[config.mk]
export PLATFORM = sky130hd
export DESIGN_NAME = pbm_port_b_mux
export DESIGN_NICKNAME = d
export VERILOG_FILES = /design/src/include/pbm_pkg.sv /design/src/design/pbm_pin_cell.sv /design/src/design/pbm_port_b_mux.sv
export SDC_FILE = /design/constraint.sdc
export NUM_CORES = 1
export LEC_CHECK = 0
export ABC_AREA = 1
export BUFFER_PORTS_ARGS = -buffer_cell sky130_fd_sc_hd__buf_2
export CORE_ASPECT_RATIO = 0.5
export CORE_MARGIN = 5
export CORE_UTILIZATION = 41
export DETAILED_ROUTE_END_ITERATION = 12
export PLACE_DENSITY = 0.81
export SLEW_MARGIN = 20
export SYNTH_ARGS = -nofsm -noshare
export SYNTH_HDL_FRONTEND = slang
export SYNTH_SLANG_ARGS = --single-unit
[constraint.sdc]
create_clock -name clk -period 1.8 [get_ports clk]
set_clock_uncertainty 0.15 [all_clocks]
set_input_delay 0.18 -clock clk [delete_from_list [all_inputs] [get_ports clk]]
set_output_delay 0.18 -clock clk [all_outputs]
set_load 0.05 [all_outputs]
[src/include/pbm_pkg.sv]
// Constants, types and field layouts for the port B upper pin override mux.
// Assumes a single 10 MHz system clock and an AHB-Lite register slave.
//
// Operation
// - Crystal clock sources take port B bit 1 as oscillator pin, no I/O.
// - RC oscillator or external clock leaves port B bit 1 as plain I/O.
// - Port B bit 1 feeds pin change source 9 of group 1.
// - Port B bit 2 can be the external interrupt zero input.
// - Timer 0 compare A reaches bit 2 only with its direction bit set.
// - Compare A on bit 2 also carries timer 0 PWM output.
// - Clock output fuse drives system clock on bit 2, ignoring data and direction.
// - Clock output on bit 2 continues while the device is in reset.
// - Port B bit 2 feeds pin change source 10 of group 1.
// - Bit 3 is active low reset input when the disable fuse reads one.
// - As reset input, bit 3 has pull-up on, driver and digital input off.
// - Single-wire debug active only with its fuse programmed and lock bits clear.
// - Debug mode runs the reset pin open-drain, wired-AND, with pull-up.
// - Port B bit 3 feeds pin change source 11 of group 1.
// - Bit 2 value override picks system clock if clock out, else compare A.
// - Bit 2 input enable forced one for interrupt zero or enabled source 10.
// - Each pin has override pairs, tristate override, digital tap and analog path.
// - Reset disable signal is one when its fuse reads zero.

package pbm_pkg;

	// ------------------------------------------------------------
	// Register map (byte addresses)
	// ------------------------------------------------------------
	localparam logic [7:0] PBM_OFS_DATA = 8'h00;
	localparam logic [7:0] PBM_OFS_DIR = 8'h04;
	localparam logic [7:0] PBM_OFS_PIN = 8'h08;
	localparam logic [7:0] PBM_OFS_MASK = 8'h0C;
	localparam logic [7:0] PBM_OFS_CTRL = 8'h10;
	localparam logic [7:0] PBM_OFS_STAT = 8'h14;

	// ------------------------------------------------------------
	// Reset values
	// ------------------------------------------------------------
	localparam logic [3:1] PBM_DATA_RST = 3'h0;
	localparam logic [3:1] PBM_DIR_RST = 3'h0;
	localparam logic [3:1] PBM_MASK_RST = 3'h0;
	localparam logic [2:0] PBM_CTRL_RST = 3'h0;

	// ------------------------------------------------------------
	// Field positions
	// ------------------------------------------------------------
	localparam int PBM_CTRL_GRP1_EN = 0;
	localparam int PBM_CTRL_EXT_IRQ_ZERO_EN = 1;
	localparam int PBM_CTRL_PUD = 2;
	localparam int PBM_STAT_EXT_OSC = 0;
	localparam int PBM_STAT_CLK_OUT = 1;
	localparam int PBM_STAT_RST_PIN = 2;
	localparam int PBM_STAT_DBG_ACT = 3;
	localparam int PBM_STAT_RST_DIS = 4;
	localparam int PBM_PIN_OSC = 1;
	localparam int PBM_PIN_CLK = 2;
	localparam int PBM_PIN_RST = 3;

	// Fuse cells read zero when programmed
	localparam logic PBM_FUSE_PROG = 1'b0;
	localparam logic PBM_HRESP_OKAY = 1'b0;

	// ------------------------------------------------------------
	// Types
	// ------------------------------------------------------------
	typedef enum logic [1:0] {
		PBM_CLK_RC,
		PBM_CLK_EXT,
		PBM_CLK_XTAL,
		PBM_CLK_LF_XTAL
	} pbm_clk_src_e;

	typedef struct packed {
		pbm_clk_src_e clk_src;
		logic sys_clock_out_fuse;
		logic reset_pin_disable_fuse;
		logic single_wire_debug_fuse;
		logic lock_bits_unprog;
	} pbm_fuse_s;

	typedef struct packed {
		logic compare_a_en;
		logic compare_a_out;
	} pbm_timer_s;

	typedef struct packed {
		logic puoe;
		logic puov;
		logic ddoe;
		logic ddov;
		logic pvoe;
		logic pvov;
		logic ptoe;
		logic dieoe;
		logic dieov;
	} pbm_ovr_s;

endpackage : pbm_pkg

[src/design/pbm_pin_cell.sv]
// One port pin with its alternate-function override controls applied.
// Assumes pin inputs already synchronous to the system clock.
`timescale 1ns/10ps

module pbm_pin_cell
(
	input wire logic pad_in,
	input wire logic port_data,
	input wire logic port_dir,
	input wire logic pull_up_disable,
	input wire pbm_pkg::pbm_ovr_s ovr,
	output logic pad_out,
	output logic pad_oe,
	output logic pullup_en,
	output logic din,
	output logic aio
);

	logic dir_eff;
	logic val_eff;
	logic die_eff;

	// Overrides win over the port registers
	always_comb
	begin
		dir_eff = ovr.ddoe ? ovr.ddov : port_dir;
		val_eff = ovr.pvoe ? ovr.pvov : port_data;
		die_eff = ovr.dieoe ? ovr.dieov : 1'b1;
	end

	// Pad drive; tristate override releases the driver
	assign pad_oe = dir_eff & ~ovr.ptoe;
	assign pad_out = val_eff;

	// Pull-up only on an input with data one, unless overridden
	assign pullup_en = ovr.puoe ? ovr.puov : (~dir_eff & port_data & ~pull_up_disable);

	// Gated digital tap and raw analog path
	assign din = die_eff & pad_in;
	assign aio = pad_in;

endmodule : pbm_pin_cell

[src/design/pbm_port_b_mux.sv]
// Alternate-function override mux for port B bits 1 to 3, with its
// data, direction, pin, mask, control and status registers on AHB-Lite.
// Assumes one slave on the bus, fuses stable, pad inputs synchronous.
//
// Design decisions made here: the address map and the AHB-Lite slave port.
`timescale 1ns/10ps

module pbm_port_b_mux
(
	input wire logic clk,
	input wire logic reset_n,
	input wire logic hsel,
	input wire logic [31:0] haddr,
	input wire logic [1:0] htrans,
	input wire logic hwrite,
	input wire logic [2:0] hsize,
	input wire logic [31:0] hwdata,
	input wire logic hready,
	output logic hreadyout,
	output logic [31:0] hrdata,
	output logic hresp,
	input wire pbm_pkg::pbm_fuse_s fuses,
	input wire pbm_pkg::pbm_timer_s timer0,
	input wire logic single_wire_debug_tx,
	input wire logic [3:1] port_b_pin_in,
	output logic [3:1] port_b_pin_out,
	output logic [3:1] port_b_pin_oe,
	output logic [3:1] port_b_pullup_en,
	output logic osc_out_pin,
	output logic ext_reset_n,
	output logic single_wire_debug_active,
	output logic single_wire_debug_line,
	output logic ext_irq_zero,
	output logic pin_change_event
);

	// ------------------------------------------------------------
	// Declarations
	// ------------------------------------------------------------
	logic [3:1] port_data_reg;
	logic [3:1] port_dir_reg;
	logic [3:1] pc_mask_reg;
	logic [2:0] ctrl_reg;
	logic [3:1] din_prev_reg;
	logic pin_change_event_reg;
	logic ext_irq_zero_reg;
	logic wr_pend_reg;
	logic rd_pend_reg;
	logic [7:0] acc_addr_reg;
	logic acc_mapped_reg;

	logic addr_phase;
	logic addr_mapped;
	logic ext_osc;
	logic clk_out_en;
	logic reset_disable;
	logic reset_pin_mode;
	logic grp1_en;
	logic ext_irq_zero_en;
	logic pud;
	logic pc_src_9_en;
	logic pc_src_10_en;
	logic pc_src_11_en;
	logic [3:1] din;
	logic [3:1] aio;
	logic [3:1] pc_change;
	logic [4:0] status;
	logic [31:0] rd_mux;
	pbm_pkg::pbm_ovr_s ovr [3:1];

	// ------------------------------------------------------------
	// Fuse and control decode
	// ------------------------------------------------------------

	// Crystal sources claim the oscillator pin; RC and external clock do not
	assign ext_osc = (fuses.clk_src == pbm_pkg::PBM_CLK_XTAL)
		| (fuses.clk_src == pbm_pkg::PBM_CLK_LF_XTAL);

	// Clock output fuse is active low like every fuse cell
	assign clk_out_en = (fuses.sys_clock_out_fuse == pbm_pkg::PBM_FUSE_PROG);

	// Reset disable is one when its fuse reads zero
	assign reset_disable = (fuses.reset_pin_disable_fuse == pbm_pkg::PBM_FUSE_PROG);

	// Debug needs fuse programmed and lock bits left open
	assign single_wire_debug_active =
		(fuses.single_wire_debug_fuse == pbm_pkg::PBM_FUSE_PROG)
		& fuses.lock_bits_unprog;

	// Reset pin role: fuse unprogrammed and debug not taking the pin
	assign reset_pin_mode = ~reset_disable & ~single_wire_debug_active;

	// Software enables
	assign grp1_en = ctrl_reg[pbm_pkg::PBM_CTRL_GRP1_EN];
	assign ext_irq_zero_en = ctrl_reg[pbm_pkg::PBM_CTRL_EXT_IRQ_ZERO_EN];
	assign pud = ctrl_reg[pbm_pkg::PBM_CTRL_PUD];

	// Pin change sources qualified by the group enable
	assign pc_src_9_en = pc_mask_reg[pbm_pkg::PBM_PIN_OSC] & grp1_en;
	assign pc_src_10_en = pc_mask_reg[pbm_pkg::PBM_PIN_CLK] & grp1_en;
	assign pc_src_11_en = pc_mask_reg[pbm_pkg::PBM_PIN_RST] & grp1_en;

	// ------------------------------------------------------------
	// Override signals, port B bit 1 (oscillator pin)
	// ------------------------------------------------------------

	// Oscillator owns the pad: pull-up, driver and value all forced off
	always_comb
	begin
		ovr[1].puoe = ext_osc;
		ovr[1].puov = 1'b0;
		ovr[1].ddoe = ext_osc;
		ovr[1].ddov = 1'b0;
		ovr[1].pvoe = ext_osc;
		ovr[1].pvov = 1'b0;
		ovr[1].ptoe = 1'b0;
		// Input stays on for pin change only when the pin is free
		ovr[1].dieoe = ext_osc | pc_src_9_en;
		ovr[1].dieov = ~ext_osc & pc_src_9_en;
	end

	// ------------------------------------------------------------
	// Override signals, port B bit 2 (clock out, compare A, irq zero)
	// ------------------------------------------------------------

	// Clock output takes the pad fully; compare A only borrows the value,
	// so the direction bit must still be set for it to reach the pad.
	always_comb
	begin
		ovr[2].puoe = clk_out_en;
		ovr[2].puov = 1'b0;
		ovr[2].ddoe = clk_out_en;
		ovr[2].ddov = 1'b1;
		ovr[2].pvoe = clk_out_en | timer0.compare_a_en;
		// Raw clock passes here; no flop, so it runs through reset too
		ovr[2].pvov = clk_out_en ? clk : timer0.compare_a_out;
		ovr[2].ptoe = 1'b0;
		ovr[2].dieoe = pc_src_10_en | ext_irq_zero_en;
		ovr[2].dieov = pc_src_10_en | ext_irq_zero_en;
	end

	// ------------------------------------------------------------
	// Override signals, port B bit 3 (reset, debug line)
	// ------------------------------------------------------------

	// Value override holds zero, so the direction override alone decides
	// whether the line is pulled low: a wired-AND that never drives high.
	always_comb
	begin
		ovr[3].puoe = reset_disable | single_wire_debug_active | reset_pin_mode;
		ovr[3].puov = 1'b1;
		ovr[3].ddoe = reset_disable | single_wire_debug_active | reset_pin_mode;
		ovr[3].ddov = single_wire_debug_active & single_wire_debug_tx;
		ovr[3].pvoe = reset_disable | single_wire_debug_active | reset_pin_mode;
		ovr[3].pvov = 1'b0;
		ovr[3].ptoe = 1'b0;
		ovr[3].dieoe = reset_disable | single_wire_debug_active
			| pc_src_11_en | reset_pin_mode;
		ovr[3].dieov = single_wire_debug_active
			| (reset_disable & pc_src_11_en);
	end

	// ------------------------------------------------------------
	// Pin cells
	// ------------------------------------------------------------

	// Same pad structure on every pin; only the overrides differ
	genvar gi;
	generate
		for (gi = 1; gi <= 3; gi = gi + 1)
		begin : g_pin
			pbm_pin_cell u_cell
			(
				.pad_in(port_b_pin_in[gi]),
				.port_data(port_data_reg[gi]),
				.port_dir(port_dir_reg[gi]),
				.pull_up_disable(pud),
				.ovr(ovr[gi]),
				.pad_out(port_b_pin_out[gi]),
				.pad_oe(port_b_pin_oe[gi]),
				.pullup_en(port_b_pullup_en[gi]),
				.din(din[gi]),
				.aio(aio[gi])
			);
		end
	endgenerate

	// ------------------------------------------------------------
	// Alternate inputs toward the core
	// ------------------------------------------------------------

	// Oscillator sense taken from the analog path, not the gated tap
	assign osc_out_pin = ext_osc & aio[pbm_pkg::PBM_PIN_OSC];

	// Reset must act without a clock, so it bypasses every flop;
	// the digital tap is off in this mode, hence the analog path.
	assign ext_reset_n = reset_pin_mode ? aio[pbm_pkg::PBM_PIN_RST] : 1'b1;

	// Debug receive idles high like the pulled-up line
	assign single_wire_debug_line = single_wire_debug_active
		? din[pbm_pkg::PBM_PIN_RST] : 1'b1;

	// Interrupt zero level, registered toward the interrupt logic
	always_ff @(posedge clk or negedge reset_n)
	begin
		if (!reset_n)
			ext_irq_zero_reg <= 1'b0;
		else
			ext_irq_zero_reg <= ext_irq_zero_en & din[pbm_pkg::PBM_PIN_CLK];
	end
	assign ext_irq_zero = ext_irq_zero_reg;

	// ------------------------------------------------------------
	// Pin change detection for group 1
	// ------------------------------------------------------------

	// Sources 9, 10 and 11 compared against last cycle's tap
	assign pc_change[1] = pc_src_9_en & (din[1] ^ din_prev_reg[1]);
	assign pc_change[2] = pc_src_10_en & (din[2] ^ din_prev_reg[2]);
	assign pc_change[3] = pc_src_11_en & (din[3] ^ din_prev_reg[3]);

	// Previous tap values
	always_ff @(posedge clk or negedge reset_n)
	begin
		if (!reset_n)
			din_prev_reg <= 3'h0;
		else
			din_prev_reg <= din;
	end

	// One-cycle event; the flag itself lives in the interrupt block
	always_ff @(posedge clk or negedge reset_n)
	begin
		if (!reset_n)
			pin_change_event_reg <= 1'b0;
		else
			pin_change_event_reg <= |pc_change;
	end
	assign pin_change_event = pin_change_event_reg;

	// ------------------------------------------------------------
	// AHB-Lite slave
	// ------------------------------------------------------------

	// Zero wait state, always OKAY
	assign hreadyout = 1'b1;
	assign hresp = pbm_pkg::PBM_HRESP_OKAY;

	// Address phase accepted when selected, ready and non-idle
	assign addr_phase = hsel & hready & htrans[1];
	assign addr_mapped = (haddr[31:8] == 24'h000000) & (haddr[1:0] == 2'h0);

	// Address and direction held into the data phase
	always_ff @(posedge clk or negedge reset_n)
	begin
		if (!reset_n)
		begin
			wr_pend_reg <= 1'b0;
			rd_pend_reg <= 1'b0;
			acc_addr_reg <= 8'h00;
			acc_mapped_reg <= 1'b0;
		end
		else if (hready)
		begin
			wr_pend_reg <= addr_phase & hwrite;
			rd_pend_reg <= addr_phase & ~hwrite;
			acc_addr_reg <= haddr[7:0];
			acc_mapped_reg <= addr_mapped;
		end
	end

	// Status bits: current decoded pin roles
	assign status = {reset_disable, single_wire_debug_active, reset_pin_mode,
		clk_out_en, ext_osc};

	// Read mux driven from the held data-phase address, so a write in
	// the previous data phase is already visible. Unmapped reads zero.
	always_comb
	begin
		rd_mux = 32'h00000000;
		if (acc_mapped_reg)
		begin
			case (acc_addr_reg)
				pbm_pkg::PBM_OFS_DATA: rd_mux[3:1] = port_data_reg;
				pbm_pkg::PBM_OFS_DIR: rd_mux[3:1] = port_dir_reg;
				pbm_pkg::PBM_OFS_PIN: rd_mux[3:1] = din;
				pbm_pkg::PBM_OFS_MASK: rd_mux[3:1] = pc_mask_reg;
				pbm_pkg::PBM_OFS_CTRL: rd_mux[2:0] = ctrl_reg;
				pbm_pkg::PBM_OFS_STAT: rd_mux[4:0] = status;
				default: rd_mux = 32'h00000000;
			endcase
		end
	end
	assign hrdata = rd_pend_reg ? rd_mux : 32'h00000000;

	// ------------------------------------------------------------
	// Registers written by software
	// ------------------------------------------------------------

	// Port data bits; ignored on bit 2 while clock out owns the pin
	always_ff @(posedge clk or negedge reset_n)
	begin
		if (!reset_n)
			port_data_reg <= pbm_pkg::PBM_DATA_RST;
		else if (wr_pend_reg && acc_mapped_reg && acc_addr_reg == pbm_pkg::PBM_OFS_DATA)
			port_data_reg <= hwdata[3:1];
	end

	// Direction bits; bit 2 set lets compare A reach the pad
	always_ff @(posedge clk or negedge reset_n)
	begin
		if (!reset_n)
			port_dir_reg <= pbm_pkg::PBM_DIR_RST;
		else if (wr_pend_reg && acc_mapped_reg && acc_addr_reg == pbm_pkg::PBM_OFS_DIR)
			port_dir_reg <= hwdata[3:1];
	end

	// Pin change source mask, bits 1 to 3 for sources 9 to 11
	always_ff @(posedge clk or negedge reset_n)
	begin
		if (!reset_n)
			pc_mask_reg <= pbm_pkg::PBM_MASK_RST;
		else if (wr_pend_reg && acc_mapped_reg && acc_addr_reg == pbm_pkg::PBM_OFS_MASK)
			pc_mask_reg <= hwdata[3:1];
	end

	// Group enable, interrupt zero enable, pull-up disable
	always_ff @(posedge clk or negedge reset_n)
	begin
		if (!reset_n)
			ctrl_reg <= pbm_pkg::PBM_CTRL_RST;
		else if (wr_pend_reg && acc_mapped_reg && acc_addr_reg == pbm_pkg::PBM_OFS_CTRL)
			ctrl_reg <= hwdata[2:0];
	end

endmodule : pbm_port_b_mux

Yosys cells after proc, flatten, opt, wreduce, memory -nomap -nowiden
Cells that the tools add are included.
{"block": "totals", "register_bits": 28, "output_inout_bits": 49, "elab_cells": 94}
{"block": "op_classes", "n_eq_ne": 7, "mux": 20, "bitwise": 47, "reduce_logical": 9}
{"operator": "$mux 32", "count": 1}
{"operator": "$and 1x1->1", "count": 26}
{"operator": "$logic_not 24->1", "count": 1}
{"operator": "$eq 8x4->1 const B", "count": 2}
{"operator": "$eq 8x5->1 const B", "count": 2}
{"operator": "$mux 1", "count": 15}
{"operator": "$pmux 2 s6", "count": 1}
{"operator": "$not 1->1", "count": 10}
{"operator": "$eq 8x3->1 const B", "count": 1}
{"operator": "$logic_not 8->1", "count": 1}
{"operator": "$or 1x1->1", "count": 8}
{"operator": "$logic_and 1x1->1", "count": 5}
{"operator": "$mux 5", "count": 1}
{"operator": "$pmux 1 s5", "count": 1}
{"operator": "$eq 2x2->1 const B", "count": 2}
{"operator": "$reduce_or 3->1", "count": 1}
{"operator": "$xor 1x1->1", "count": 3}
{"operator": "$logic_not 2->1", "count": 1}
{"operator": "$pmux 1 s2", "count": 1}

Depth between registers and ports, before layout
{"block": "logic_depth", "word_depth": 10, "mapped_depth": 8, "depth_no_buf": 8}

By module
A second synthesis with hierarchy kept.
{"block": "hier_totals", "cells_unflattened": 301, "hier_area_um2": 1995.7}
{"mod": "pbm_port_b_mux", "cells_per_inst": 241, "seq_area_each_um2": 700.7, "area_per_inst_um2": 1744.2, "instances": 1}
{"mod": "pbm_pin_cell", "cells_per_inst": 20, "seq_area_each_um2": 0.0, "area_per_inst_um2": 83.8, "instances": 3}

==> results.ini <==
[run_status]
status = finished with violations
violations = negative setup slack

[finish]
final_area_mm2 = 0.00267
nets = 446
num_antenna_cells = 0
drive_gt1_frac = 0.335
syn2layout_area_growth_pct = 43.9
largest_reg_flops = 8
fin_util = 0.609
multiInputGateArea_um2 = 947
ff_latch_area_um2 = 701
n_fill_cell = 342

[drt]
remaining_drc_errors = 0
vias = 1939
wl_per_cell_um = 12.8
drt.antenna.violating_nets = 0
via_per_inst = 4.67
first_pass_iters = 4
drtIter0Drc = 100
finalWirelength_um = 5330

[power_and_ir_drop]
cellPowerDensity_mw_per_mm2 = 629
peakVddDrop_uv = 337
leakage_nw = 1.45

[global_routing]
antenna_found_initial = 0
grt_max_degree = 29
grt_pass1_vias = 1907
grt_overflow = 0
grt_usage = 0.171
grt_first_pass_wirelength_um = 8260

[synth]
postSynthAreaPerCell_um2 = 7.27
syn_area_mm2 = 0.00185
synth.ff_latch_count = 28
yosys_warnings = 0
synthCells = 255
ys_seq_area_frac = 0.378
synth_cell_type_count = 25

[placed_design]
gp_congestion = 0.892
io_buffers = 70
dp_hpwl_um = 3580
dpl_cell_area_mm2 = 0.00213

[flow_run]
maxCapViolCount = 0

[worst_setup_path]
rrSetupSlack_ns = 0.02
ff2ff_path_depth = 8
end_kind = primary output
regToRegEndpoint = pc_mask_reg[2]$_DFFE_PN0P_
timing.rr.start = acc_addr_reg[4]$_DFFE_PN0P_
cp.required_ns = 1.47
arrival_ns = 1.74
start_kind = register
worstSetupPathType = register to primary output
cp_max_fo = 6

[sta]
setup_viol = 5
slew_viol_final = 0
fin_crit_ns = 2.07
worstMarginPinSlew_ns = 0.631
slew_headroom = 0.579
period_share = 1.15
finalHoldViolCount = 0
hold_ws_ns = 0.00758
fmax_ghz = 0.484
finalWorstSetupSlack_ns = -0.266
rsz0062_at_grt = true

[hold_path]
hold_depth = 6
worstHoldPathType = input port to register
min_to = acc_mapped_reg$_DFFE_PN0P_
hold_start = haddr[20]

[die]
fp.dieW_um = 105
initial_core_util = 0.423
die_h_um = 57.6
die_area_mm2 = 0.00605
boundaryPins = 135
rows = 17
coreArea_mm2 = 0.00438

[clock_network]
clkTransAtPathRegs_ns = 0.09
clock_latency_ns = 0.37
cts_tree = built

==> kinds of logic (layout without fill, tap and decap cells) <==
group                  count (synthesis)  after routing  synth area share
other                                  2             31           0.00405
AO/OA/AOI/OAI                         31             31            0.0864
buffers and inverters                 73            147             0.225
flip-flops                            28             28             0.378
XOR/XNOR                               2              2           0.00945
AND/OR/NAND/NOR                      119            119             0.298
==> metrics by stage <==
stage	cells	setup slack [ns]	power, mW	TNS (ns)
2_1_floorplan	284	0.0200	1.08	0
4_1_cts	410	-0.241	1.65	-0.974
3_5_place_dp	374	0.0454	1.12	0
3_3_place_gp	374	0.0698	1.11	0
5_1_grt	415	-0.358	1.75	-1.86
6_report	415	-0.266	1.68	-1.09
==> worst max-delay path by stage <==
stage	start	end	slack [ns]	cells after the start
3_3_place_gp	acc_addr_reg[0]$_DFFE_PN0P_	hrdata[1]	0.07	8
6_report	acc_addr_reg[2]$_DFFE_PN0P_	hrdata[1]	-0.27	8
5_1_grt	acc_addr_reg[4]$_DFFE_PN0P_	hrdata[1]	-0.36	8
2_1_floorplan	acc_addr_reg[5]$_DFFE_PN0P_	hrdata[4]	0.02	5
3_5_place_dp	acc_addr_reg[0]$_DFFE_PN0P_	hrdata[2]	0.05	8
4_1_cts	acc_addr_reg[0]$_DFFE_PN0P_	hrdata[1]	-0.24	8
==> per-layer routing <==
metal,wire length (µm),global-route usage,up-vias
li1,-,-,942
met1,1990,0.170,875
met2,2680,0.315,106
met3,520,0.0610,16
met4,138,0.0929,0
met5,0,0,-
==> power by group <==
part           total, mW  switching (mW)  internal, mW  leakage, nW
Clock              0.521           0.249         0.272       0.0441
Combinational      0.483           0.337         0.146         1.10
Sequential         0.675          0.0208         0.654        0.301
==> Yosys cell counts <==
library cell,instances,area share
nand2_1,57,0.12
buf_4,38,0.15
inv_1,33,0.067
dfrtp_1,28,0.38
nor2_1,24,0.049
o21ai_0,18,0.049
nand3_1,17,0.046
a21oi_1,6,0.016
nand2_2,5,0.017
o21ai_1,5,0.013
nand4_1,4,0.013
nor2_4,3,0.018
nor4_1,3,0.010
conb_1,2,0.0041
nor3_1,2,0.0054
clkbuf_1,1,0.0020
inv_2,1,0.0020
nor2_2,1,0.0034
nor3_2,1,0.0054
nor4_4,1,0.011
o21a_1,1,0.0041
o21bai_1,1,0.0041
or2_2,1,0.0034
xnor2_1,1,0.0047
xor2_1,1,0.0047
==> final cells by class <==
| class | count | share of cell area |
|---|---|---|
| clock buffer | 6 | 0.0300 |
| tap | 57 | 0.0267 |
| sequential | 28 | 0.263 |
| timing repair buffer | 107 | 0.277 |
| multi-input combinational | 183 | 0.355 |
| inverter | 34 | 0.0488 |
==> worst max-delay path, stage by stage, from the launching register on <==
cell and delay [ns]:
dfrtp_1 0.44, buf_6 0.14, nand2_4 0.05, nor2_4 0.19, nand3_1 0.09, nand2_1 0.07, nor2_1 0.05, a21oi_2 0.15
buf_6 0.18
==> timing repair <==
| item | 4_1_cts | 5_1_grt |
|---|---|---|
| endpoints found under the hold margin | 55 | 0 |
| hold buffers | 27 | 0 |
| setup endpoints to repair | 7 | 6 |
| pin swaps | 7 | 15 |
| resized for setup | 23 | 19 |
| buffers inserted | 4 | 5 |
==> placed cells by master (no fill, tap or decap), types with 2 or more instances in the layout <==
cell type | synthesis | routed
nand2_4 | 0 | 3
nor4_1 | 3 | 3
conb_1 | 2 | 31
nor2_2 | 1 | 3
clkbuf_8 | 0 | 5
a21oi_2 | 0 | 4
nand2_2 | 5 | 6
inv_2 | 1 | 3
o21ai_0 | 18 | 17
o21ai_1 | 5 | 6
nor2_1 | 24 | 18
dlygate4sd3_1 | 0 | 27
buf_2 | 0 | 63
nand2_1 | 57 | 53
inv_1 | 33 | 30
nor2_4 | 3 | 7
nand3_2 | 0 | 3
buf_6 | 0 | 8
nand4_1 | 4 | 4
a21oi_1 | 6 | 2
nand3_1 | 17 | 14
dfrtp_1 | 28 | 28
buf_4 | 38 | 10
Note: power is estimated with default switching activity, not from simulation.
